==> config.mk <==
export PLATFORM = sky130hd
export DESIGN_NAME = dcbs_sequencer
export DESIGN_NICKNAME = d
export VERILOG_FILES = /design/src/include/dcbs_pkg.sv /design/src/include/dcbs_mem_if.sv /design/src/hw/dcbs_core_mem.sv /design/src/hw/dcbs_adder.sv /design/src/hw/dcbs_sequencer.sv
export SDC_FILE = /design/constraint.sdc
export NUM_CORES = 1
export LEC_CHECK = 0
export ABC_AREA = 1
export CAP_MARGIN = 20
export CORE_UTILIZATION = 50
export CTS_CLUSTER_DIAMETER = 100
export CTS_CLUSTER_SIZE = 24
export DETAILED_ROUTE_END_ITERATION = 8
export DONT_BUFFER_PORTS = 1
export SETUP_SLACK_MARGIN = 0.2
export SYNTH_ARGS = -nofsm -noshare
export SYNTH_HDL_FRONTEND = slang
export SYNTH_SLANG_ARGS = --single-unit
==> constraint.sdc <==
create_clock -name clock_i -period 7 [get_ports clock_i]
set_input_delay 0.7 -clock clock_i [delete_from_list [all_inputs] [get_ports clock_i]]
set_output_delay 0.7 -clock clock_i [all_outputs]
set_load 0.01 [all_outputs]
==> src/include/dcbs_pkg.sv <==
`default_nettype none
// =============================================
// Shared constants for the break sequencer
package dcbs_pkg;
    localparam int unsigned WORD_W   = 18;
    localparam int unsigned INDEX_W  = 4;
    localparam int unsigned DEPTH    = 16;
    // Bus map, byte addresses
    localparam logic [4:0] OFF_CTRL   = 5'h00;
    localparam logic [4:0] OFF_STATUS = 5'h04;
    localparam logic [4:0] OFF_INDEX  = 5'h08;
    localparam logic [4:0] OFF_MEM    = 5'h0C;
    // Field positions
    localparam int unsigned CTRL_EN_BIT   = 0;
    localparam int unsigned STAT_DONE_BIT = 0;
    // Reset values
    localparam logic        CTRL_EN_RST = 1'b0;
    localparam logic [1:0]  BK_RST      = 2'h0;
    // Break counter codes
    localparam logic [1:0]  BK_WORD  = 2'h2;
    localparam logic [1:0]  BK_ADDR  = 2'h3;
    localparam logic [1:0]  BK_DATA  = 2'h1;
    // Sync-hold delay: 400 us at 50 MHz
    localparam int unsigned HOLD_US      = 400;
    localparam int unsigned CLK_MHZ      = 50;
    localparam int unsigned HOLD_CYCLES  = HOLD_US * CLK_MHZ;
    localparam int unsigned HOLD_W       = 16;
    // Sequencer states, one-hot
    typedef enum logic [11:0] {
        ST_IDLE     = 12'h001,
        ST_ENTRY    = 12'h002,
        ST_CNT_ADD  = 12'h004,
        ST_CNT_MEM  = 12'h008,
        ST_MOVE     = 12'h010,
        ST_ADR_STEP = 12'h020,
        ST_ADR_MEM  = 12'h040,
        ST_ADR_LOAD = 12'h080,
        ST_XFER     = 12'h100,
        ST_XFER_END = 12'h200,
        ST_OUT_IDLE = 12'h400,
        ST_RESUME   = 12'h800
    } dcbs_state_e;
endpackage
`default_nettype wire

==> src/include/dcbs_mem_if.sv <==
`default_nettype none
// =============================================
// Core memory port between sequencer and store
interface dcbs_mem_if;
    import dcbs_pkg::*;
    logic [INDEX_W-1:0] index;
    logic [WORD_W-1:0]  wdata;
    logic               we;
    logic [WORD_W-1:0]  rdata;
    modport master (output index, output wdata, output we, input rdata);
    modport slave  (input index, input wdata, input we, output rdata);
endinterface
`default_nettype wire

==> src/hw/dcbs_core_mem.sv <==
`default_nettype none
// =============================================
// Flip-flop core memory, read by index
module dcbs_core_mem
    import dcbs_pkg::*;
(
    input  wire logic        clock_i,
    input  wire logic        nrst_i,
    dcbs_mem_if.slave        mem
);
    typedef struct packed {
        logic [DEPTH-1:0][WORD_W-1:0] word;
    } dcbs_mem_s;

    dcbs_mem_s st_q;
    dcbs_mem_s st_d;

    // Write port; read is combinational
    always_comb begin
        st_d = st_q;
        if (mem.we) begin
            st_d.word[mem.index] = mem.wdata;
        end
    end

    assign mem.rdata = st_q.word[mem.index];

    always_ff @(posedge clock_i or negedge nrst_i) begin
        if (!nrst_i) begin
            st_q <= '0;
        end else begin
            st_q <= st_d;
        end
    end
endmodule // dcbs_core_mem
`default_nettype wire

==> src/hw/dcbs_adder.sv <==
`default_nettype none
// =============================================
// Adder with carry-in and zero detect
module dcbs_adder
    import dcbs_pkg::*;
(
    input  wire logic [WORD_W-1:0] operand_i,
    input  wire logic              carry_i,
    output logic [WORD_W-1:0]      sum_o,
    output logic                   zero_o
);
    // Wraps modulo word size, as the count does
    assign sum_o  = operand_i + {{(WORD_W-1){1'b0}}, carry_i};
    assign zero_o = (sum_o == '0);
endmodule // dcbs_adder
`default_nettype wire

==> src/hw/dcbs_sequencer.sv <==
// The Avalon-MM interface to the registers and the register addresses are this design's own decisions.
`default_nettype none
// Summary of operation
// Sync pulse sets force select at count cycle
// Count location address plus one into arith
// Break counter goes to 10 in count word
// Count read, incremented, written back
// Count wrapping to zero sets block done
// Peripheral stops on block done
// Next word 14 unless increment mode
// Arith address moves to buffer and address
// Counter steps to 11 at address cycle
// Read request gives second phase pulse
// Peripheral drives data on second phase
// Write request clears channel sync
// Address increment unless inhibit asserted
// Address read, incremented, written back
// Input data latched into arith register
// Counter to 01, address enable cleared
// Input cycle discards readout, writes arith
// Resume word, or new entry if pending
// Back to back only if flag reraised
// Resume clears force select, counter 00
// Sync hold cleared 400 us later
// Count word held two periods
// Grant with request sets address enable
// Output adds idle cycle with fourth phase
// Counter resets to 00 on asynchronous clear, else synchronous
module dcbs_sequencer
    import dcbs_pkg::*;
#(
    parameter int unsigned HOLD_CNT = HOLD_CYCLES
)(
    input  wire logic               clock_i,
    input  wire logic               nrst_i,
    // Avalon-MM slave
    input  wire logic [4:0]         avs_address,
    input  wire logic               avs_read,
    input  wire logic               avs_write,
    input  wire logic [31:0]        avs_writedata,
    output logic [31:0]             avs_readdata,
    output logic                    avs_waitrequest,
    // Peripheral side
    input  wire logic               channel_request_i,
    input  wire logic [INDEX_W-1:0] channel_addr_i,
    input  wire logic               read_request_i,
    input  wire logic               write_request_i,
    input  wire logic               address_increment_inhibit_i,
    input  wire logic               memory_increment_mode_i,
    input  wire logic [WORD_W-1:0]  io_data_i,
    output logic [WORD_W-1:0]       io_data_o,
    output logic                    channel_grant_o,
    output logic                    address_enable_o,
    output logic                    force_select_o,
    output logic                    block_done_o,
    output logic                    second_phase_pulse_o,
    output logic                    fourth_phase_pulse_o,
    output logic                    program_interrupt_sync_block_o
);
    // =============================================
    // State
    typedef struct packed {
        dcbs_state_e         state;
        logic [1:0]          bk;
        logic                channel_sync_ff;
        logic                channel_sync_hold_ff;
        logic                address_enable_ff;
        logic                force_select_ff;
        logic                block_done_ff;
        logic                sense_gate_ff;
        logic                second_phase;
        logic                fourth_phase;
        logic                pending;
        logic                hold_run;
        logic [HOLD_W-1:0]   hold_cnt;
        logic [WORD_W-1:0]   arith;
        logic [WORD_W-1:0]   buffer;
        logic [INDEX_W-1:0]  maddr;
        logic [WORD_W-1:0]   data_out;
        logic                ctrl_en;
        logic [INDEX_W-1:0]  sw_index;
        logic                ack;
        logic [31:0]         rdata;
    } dcbs_seq_s;

    localparam logic [HOLD_W-1:0] HOLD_LAST = HOLD_W'(HOLD_CNT - 1);

    dcbs_seq_s st_q;
    dcbs_seq_s st_d;

    dcbs_mem_if mem ();

    logic [WORD_W-1:0] add_a;
    logic              add_ci;
    logic [WORD_W-1:0] add_sum;
    logic              add_zero;
    logic              bus_req;
    logic              bus_ok;
    logic              is_input;

    // =============================================
    // Shared parts
    dcbs_core_mem u_mem (
        .clock_i (clock_i),
        .nrst_i  (nrst_i),
        .mem     (mem.slave)
    );

    dcbs_adder u_add (
        .operand_i (add_a),
        .carry_i   (add_ci),
        .sum_o     (add_sum),
        .zero_o    (add_zero)
    );

    // =============================================
    // Bus handshake
    // Memory window acked only between breaks; its write lands one cycle later,
    // at index maddr in ST_ENTRY if a break starts in that idle cycle
    assign bus_req  = avs_read | avs_write;
    assign bus_ok   = (avs_address != OFF_MEM) || (st_q.state == ST_IDLE);
    assign avs_waitrequest = bus_req & ~st_q.ack;
    assign avs_readdata    = st_q.rdata;
    assign is_input        = read_request_i;

    // Adder operand: address word or memory readout
    always_comb begin
        add_a  = mem.rdata;
        add_ci = 1'b1;
        if (st_q.state == ST_CNT_ADD) begin
            add_a = st_q.buffer;
        end
        if (st_q.state == ST_ADR_MEM) begin
            add_ci = ~address_increment_inhibit_i;
        end
    end

    // =============================================
    // Sequencer and registers
    always_comb begin
        st_d = st_q;
        st_d.second_phase = 1'b0;
        st_d.fourth_phase = 1'b0;
        // Software owns the memory port only between breaks
        if (st_q.state == ST_IDLE) begin
            mem.index = st_q.sw_index;
        end else begin
            mem.index = st_q.maddr;
        end
        mem.wdata = st_q.buffer;
        mem.we    = 1'b0;

        // Sync hold release after the delay, counter low bit clear
        if (st_q.hold_run) begin
            st_d.hold_cnt = st_q.hold_cnt + HOLD_W'(1);
            if (st_q.hold_cnt == HOLD_LAST && !st_q.bk[0]) begin
                st_d.channel_sync_hold_ff = 1'b0;
                st_d.hold_run = 1'b0;
            end
        end

        case (st_q.state)
            ST_IDLE: begin
                if (st_q.ctrl_en && channel_request_i) begin
                    st_d.channel_sync_ff      = 1'b1;
                    st_d.channel_sync_hold_ff = 1'b1;
                    st_d.hold_run             = 1'b0;
                    st_d.state                = ST_ENTRY;
                end
            end

            ST_ENTRY: begin
                // Grant is up by now; it opens the address enable
                if (st_q.channel_sync_ff) begin
                    st_d.address_enable_ff = 1'b1;
                end
                // Entry word: channel address into buffer
                st_d.buffer = {{(WORD_W-INDEX_W){1'b0}}, channel_addr_i};
                st_d.maddr  = channel_addr_i;
                st_d.state  = ST_CNT_ADD;
            end

            ST_CNT_ADD: begin
                st_d.force_select_ff = 1'b1;
                st_d.arith           = add_sum;
                st_d.bk              = BK_WORD;
                st_d.sense_gate_ff   = 1'b1;
                // No continue bit: word stays a second period
                st_d.state           = ST_CNT_MEM;
            end

            ST_CNT_MEM: begin
                mem.wdata    = add_sum;
                mem.we       = 1'b1;
                st_d.buffer  = add_sum;
                if (add_zero) begin
                    st_d.block_done_ff = 1'b1;
                end
                if (memory_increment_mode_i) begin
                    st_d.state = ST_RESUME;
                end else if (!st_q.bk[0]) begin
                    st_d.state = ST_MOVE;
                end
            end

            ST_MOVE: begin
                st_d.buffer = st_q.arith;
                st_d.maddr  = st_q.arith[INDEX_W-1:0];
                st_d.state  = ST_ADR_STEP;
            end

            ST_ADR_STEP: begin
                st_d.bk = BK_ADDR;
                if (read_request_i) begin
                    st_d.second_phase = 1'b1;
                end
                if (write_request_i) begin
                    st_d.channel_sync_ff   = 1'b0;
                end
                st_d.state = ST_ADR_MEM;
            end

            ST_ADR_MEM: begin
                mem.wdata   = add_sum;
                mem.we      = 1'b1;
                st_d.buffer = add_sum;
                st_d.maddr  = add_sum[INDEX_W-1:0];
                st_d.state  = ST_ADR_LOAD;
            end

            ST_ADR_LOAD: begin
                // Output transfer gates zeros: bus disabled
                st_d.arith   = is_input ? io_data_i : '0;
                // Flag seen at this clock allows a new break
                st_d.pending = channel_request_i;
                st_d.state   = ST_XFER;
            end

            ST_XFER: begin
                st_d.bk                = BK_DATA;
                st_d.address_enable_ff = 1'b0;
                if (is_input) begin
                    st_d.sense_gate_ff = 1'b0;
                    mem.wdata   = st_q.arith;
                    mem.we      = 1'b1;
                    st_d.buffer = st_q.arith;
                end else begin
                    st_d.buffer   = mem.rdata;
                    st_d.data_out = mem.rdata;
                end
                st_d.state = ST_XFER_END;
            end

            ST_XFER_END: begin
                st_d.state = is_input ? ST_RESUME : ST_OUT_IDLE;
            end

            ST_OUT_IDLE: begin
                if (write_request_i) begin
                    st_d.fourth_phase = 1'b1;
                end
                st_d.state = ST_RESUME;
            end

            ST_RESUME: begin
                if (st_q.pending && st_q.ctrl_en && channel_request_i) begin
                    st_d.channel_sync_ff   = 1'b1;
                    st_d.pending           = 1'b0;
                    st_d.state             = ST_ENTRY;
                end else begin
                    st_d.force_select_ff = 1'b0;
                    st_d.bk              = BK_RST;
                    st_d.channel_sync_ff = 1'b0;
                    st_d.address_enable_ff = 1'b0;
                    st_d.pending         = 1'b0;
                    st_d.hold_run        = 1'b1;
                    st_d.hold_cnt        = '0;
                    st_d.state           = ST_IDLE;
                end
            end
            default: begin
                st_d.state = ST_IDLE;
            end
        endcase

        // Bus slave: answer one cycle after the request
        st_d.ack = 1'b0;
        if (bus_req && !st_q.ack && bus_ok) begin
            st_d.ack = 1'b1;
            case (avs_address)
                OFF_CTRL:   st_d.rdata = {31'h0, st_q.ctrl_en};
                OFF_STATUS: st_d.rdata = {15'h0, st_q.state,
                                          st_q.bk, st_q.channel_sync_hold_ff,
                                          st_q.channel_sync_ff, st_q.block_done_ff};
                OFF_INDEX:  st_d.rdata = {28'h0, st_q.sw_index};
                OFF_MEM:    st_d.rdata = {14'h0, mem.rdata};
                default:    st_d.rdata = 32'h0;
            endcase
        end
        if (avs_write && st_q.ack) begin
            case (avs_address)
                OFF_CTRL: st_d.ctrl_en = avs_writedata[CTRL_EN_BIT];
                OFF_STATUS: begin
                    // A new overflow in this cycle wins over the clear
                    if (avs_writedata[STAT_DONE_BIT] && !(st_q.state == ST_CNT_MEM
                                                         && add_zero)) begin
                        st_d.block_done_ff = 1'b0;
                    end
                end
                OFF_INDEX: st_d.sw_index = avs_writedata[INDEX_W-1:0];
                OFF_MEM: begin
                    mem.wdata = avs_writedata[WORD_W-1:0];
                    mem.we    = 1'b1;
                end
                default: begin
                end
            endcase
        end
    end

    // All transitions on the clock except the asynchronous power clear, which gives counter 00
    always_ff @(posedge clock_i or negedge nrst_i) begin
        if (!nrst_i) begin
            st_q          <= '0;
            st_q.state    <= ST_IDLE;
            st_q.bk       <= BK_RST;
            st_q.ctrl_en  <= CTRL_EN_RST;
        end else begin
            st_q <= st_d;
        end
    end

    // =============================================
    // Outputs, all from flip-flops
    assign io_data_o            = st_q.data_out;
    assign channel_grant_o      = st_q.channel_sync_ff;
    assign address_enable_o     = st_q.address_enable_ff;
    assign force_select_o       = st_q.force_select_ff;
    assign block_done_o         = st_q.block_done_ff;
    assign second_phase_pulse_o = st_q.second_phase;
    assign fourth_phase_pulse_o = st_q.fourth_phase;
    assign program_interrupt_sync_block_o = st_q.channel_sync_hold_ff;
endmodule // dcbs_sequencer
`default_nettype wire

==> out/metrics.yaml <==
nNetsFinal: 2988
buffer_ports.inserted: 0
die_width_um: 214
die_height_um: 214
post_cts_buffers: 0
cts_max_level: 1
postSynthCellCount: 3054
critical_path_class: "reg -> reg"
slew_headroom_pct: 9.90
worst_setup_path_end_kind: "flop"
die_area_um2: 45800
wire_length_of_the_first_global_routing_pass_um: 109000
synth_area_leaders: "sky130_fd_sc_hd__dfrtp_1 (45%), sky130_fd_sc_hd__nand2_1 (18%), sky130_fd_sc_hd__nand3_1 (6.3%)"
synth_largest_area_cell: "sky130_fd_sc_hd__dfrtp_1"
grt_start_max_net_pins: 410
routabilityCongestion: 0.928
ir_drop_v: 0.000327
sum_of_net_half_perimeters_after_detailed_placement_um: 43900
routed_wirelength_um: 69300
synth_area_um2: 22500
finalMaxSlewViolations: 0
row_count: 77
grtUsageTotal_pct: 30.3
crit_family: "simple AND/OR/NAND/NOR gates"
syn_avg_cell_area_um2: 7.37
post_route_cells_drive_above_1_share_pct: 7.31
cp_data_required_time_ns: 7.44
cts.repair.resized: 0
synth_seq_area_share_pct: 45.5
num_vias: 19600
place_ws_ns: 1.53
ant_nets: 0
cts.root.buffer_cell: "sky130_fd_sc_hd__clkbuf_16"
fin_skew_ns: 0.0354
critical_path.max_fanout: 20
reg2reg_depth: 26
path_common_cell: "sky130_fd_sc_hd__nand2_1"
total_drc_errors_in_the_routed_layout: 0
synth_common_cells: "sky130_fd_sc_hd__nand2_1 (1,106), sky130_fd_sc_hd__dfrtp_1 (408), sky130_fd_sc_hd__inv_1 (318)"
worst_path_largest_cell_delay_ns: 0.56
drt_pass1_iterations: 6
period_share_pct: 79.3
final_period_minus_worst_setup_slack_ns: 5.55
detailedRoute.firstIterationViolations: 2123
synth_ff_type: "sky130_fd_sc_hd__dfrtp_1"
netlist_cell_types: 56
finalHoldViolations: 69
io-pin-count: 126
rsz0062_at_grt: "no"
overflow: 0
slowest_stage: "sky130_fd_sc_hd__nand2_1"
total_leakage_power_uw: 0.0117
worstSetupPathDepth: 26
number_of_buffers_on_the_longest_clock_path: 3
worstSetupStartpointType: "flop"
highest_achievable_clock_rate_ghz: 0.180
power_per_cell_area_nw_per_um2: 415
worst_setup_hold_path_clk_slew_ns: 0.11
clock-sinks: 409
synth_warnings: 0
areaGrowthSynthToFinish_pct: 2.72
first_global_vias: 18900
timing.max_cap.violations: 0
worst_slack_ns: 1.45
worst-path-buf-inv: 2
violations: "hold timing"
worst_path_arrival_time_ns: 5.99
ys_seq_elements: 409
synth-async-reset-ratio_pct: 100
synth_enable_flop_cells: 0
floorplan.initialDensity_pct: 50.8
setup_viol: 0
cts-buffers-inserted: 21
finalSetupTns_ns: 0
run_status: "finished with violations"
synthMostInstantiatedCell: "sky130_fd_sc_hd__nand2_1"
synth_top_area_share_pct: 45.4
layout.filler_cells: 4401
post_drt_via_cell_ratio: 5.57
clock_tree_from_tritoncts: "built"
hold_path_class: "in -> async"
detail_route.wl_per_cell_um: 19.7
timing.hold.ws_ns: -0.159
number_of_antenna_violations_at_the_first_check_in_global_routing: 3
floorplan.core_area_um2: 44300
insertion_delay_ns: 0.59
least_margin_pin_slew_ns: 1.35
## final timing paths
check | from | endpoint | slack (ns)
max | st_q[131] | u_mem.st_q[60] | 1.45
min | nrst_i | u_mem.st_q[30] | -0.16
max in group asynchronous | nrst_i | st_q[100] | 6.09
max reg2reg | st_q[131] | u_mem.st_q[60] | 1.45
min reg2reg | u_mem.st_q[158] | u_mem.st_q[158] | 0.49
min in group clock_i | read_request_i | st_q[134] | 0.19
## report_power, final
| part | switching (µW) | internal, µW | leakage [µW] | total [µW] |
|---|---|---|---|---|
| clock | 820 | 583 | 0.000295 | 1400 |
| combinational | 3870 | 1290 | 0.00630 | 5160 |
| sequential | 245 | 2780 | 0.00513 | 3020 |
| total | 4930 | 4650 | 0.0117 | 9580 |
## state kept, by name, indices dropped and copies added, names as in the netlist
| register | count |
|---|---|
| address_enable_o | 1 |
| avs_readdata | 18 |
| block_done_o | 1 |
| channel_grant_o | 1 |
| force_select_o | 1 |
| fourth_phase_pulse_o | 1 |
| io_data_o | 18 |
| program_interrupt_sync_block_o | 1 |
| second_phase_pulse_o | 1 |
| st_q | 78 |
| u_mem.st_q | 288 |
## worst register-to-register path: stages (launching register included)
cell                       delay (ns)
sky130_fd_sc_hd__dfrtp_1         0.46
sky130_fd_sc_hd__nor2_2          0.17
sky130_fd_sc_hd__nand2_2         0.14
sky130_fd_sc_hd__nor2_8          0.19
sky130_fd_sc_hd__nand2_4         0.21
sky130_fd_sc_hd__nand2_1         0.58
sky130_fd_sc_hd__nand2_4         0.32
sky130_fd_sc_hd__nor2_2          0.44
sky130_fd_sc_hd__clkinv_1        0.41
sky130_fd_sc_hd__o22ai_1         0.25
sky130_fd_sc_hd__o21ai_0         0.10
sky130_fd_sc_hd__nand2_1         0.10
sky130_fd_sc_hd__nor2_1          0.12
sky130_fd_sc_hd__nand2_1         0.08
sky130_fd_sc_hd__o21ai_0         0.12
sky130_fd_sc_hd__ha_1            0.26
sky130_fd_sc_hd__ha_1            0.22
sky130_fd_sc_hd__nand2_2         0.11
sky130_fd_sc_hd__nor2_4          0.07
sky130_fd_sc_hd__nand2_1         0.10
sky130_fd_sc_hd__nand2_1         0.05
sky130_fd_sc_hd__nand2_1         0.10
sky130_fd_sc_hd__inv_1           0.07
sky130_fd_sc_hd__nand2_1         0.08
sky130_fd_sc_hd__nand2_1         0.39
sky130_fd_sc_hd__nand3_1         0.20
sky130_fd_sc_hd__o21ai_1         0.08
## routing by layer
| metal | global-route usage [%] | part of all wire, % |
|---|---|---|
| met1 | 44.0 | 46 |
| met3 | 4.52 | 7.1 |
| met4 | 13.4 | 4.8 |
| met5 | 0 | 0.022 |
| met2 | 44.8 | 42 |
## cell families after synthesis
group,count (synthesis),share of synthesized area [%]
XOR/XNOR,9,0.384
adder cells (fa/ha/maj),3,0.167
AND/OR/NAND/NOR,1658,31.9
AO/OA/AOI/OAI,428,11.0
flip-flops,409,45.5
buffers and inverters,546,11.0
other,1,0.0167
## layout make-up
type,instances,area (µm²),area share [%]
Clock inverter,3,33.8,0.146
Inverter,331,1240,5.38
Timing Repair Buffer,42,319,1.38
Multi-Input combinational cell,2112,9960,43.1
Antenna cell,1,2.50,0.0108
Clock buffer,31,573,2.48
Tap cell,592,741,3.21
Sequential cell,409,10200,44.3
## layout by cell type, fill, tap and decap left out, types with 4 or more instances in the layout
master | Yosys | final
sky130_fd_sc_hd__nand2_1 | 1106 | 1105
sky130_fd_sc_hd__dfrtp_1 | 408 | 408
sky130_fd_sc_hd__inv_1 | 318 | 318
sky130_fd_sc_hd__nand3_1 | 285 | 285
sky130_fd_sc_hd__o21ai_0 | 204 | 203
sky130_fd_sc_hd__nor2_1 | 95 | 88
sky130_fd_sc_hd__o21ai_1 | 73 | 73
sky130_fd_sc_hd__buf_4 | 60 | 41
sky130_fd_sc_hd__a21oi_1 | 39 | 39
sky130_fd_sc_hd__nor2_2 | 22 | 28
sky130_fd_sc_hd__nand2_2 | 27 | 27
sky130_fd_sc_hd__nand3_2 | 23 | 23
sky130_fd_sc_hd__a22oi_1 | 22 | 22
sky130_fd_sc_hd__clkbuf_16 | 0 | 21
sky130_fd_sc_hd__nand4_1 | 17 | 17
sky130_fd_sc_hd__or2_2 | 16 | 16
sky130_fd_sc_hd__nand3b_1 | 15 | 15
sky130_fd_sc_hd__a221oi_1 | 15 | 15
sky130_fd_sc_hd__o22ai_1 | 14 | 14
sky130_fd_sc_hd__conb_1 | 1 | 14
sky130_fd_sc_hd__nor3_1 | 26 | 13
sky130_fd_sc_hd__o21a_1 | 13 | 13
sky130_fd_sc_hd__nor3_2 | 0 | 13
sky130_fd_sc_hd__o211ai_1 | 11 | 11
sky130_fd_sc_hd__nor2_4 | 9 | 10
sky130_fd_sc_hd__o221ai_1 | 9 | 9
sky130_fd_sc_hd__clkbuf_1 | 83 | 9
sky130_fd_sc_hd__inv_2 | 8 | 8
sky130_fd_sc_hd__nand2_4 | 5 | 6
sky130_fd_sc_hd__nor4_1 | 7 | 6
sky130_fd_sc_hd__o21ai_4 | 3 | 5
sky130_fd_sc_hd__clkinv_1 | 5 | 5
sky130_fd_sc_hd__xor2_1 | 5 | 5
sky130_fd_sc_hd__o21bai_1 | 4 | 4
sky130_fd_sc_hd__a211oi_1 | 4 | 4
## stage by stage
stage          cells  total power [µW]  util, %  cell area (µm²)
2_1_floorplan   3067              6710        -            22500
3_5_place_dp    3485              8140     50.7            22500
5_1_grt         3520             10300     52.1            23100
3_3_place_gp    3484              8090     50.7            22500
4_1_cts         3519              9550     52.1            23100
6_report        3521              9580     52.1            23100
Power figures use the tool's default switching activity.
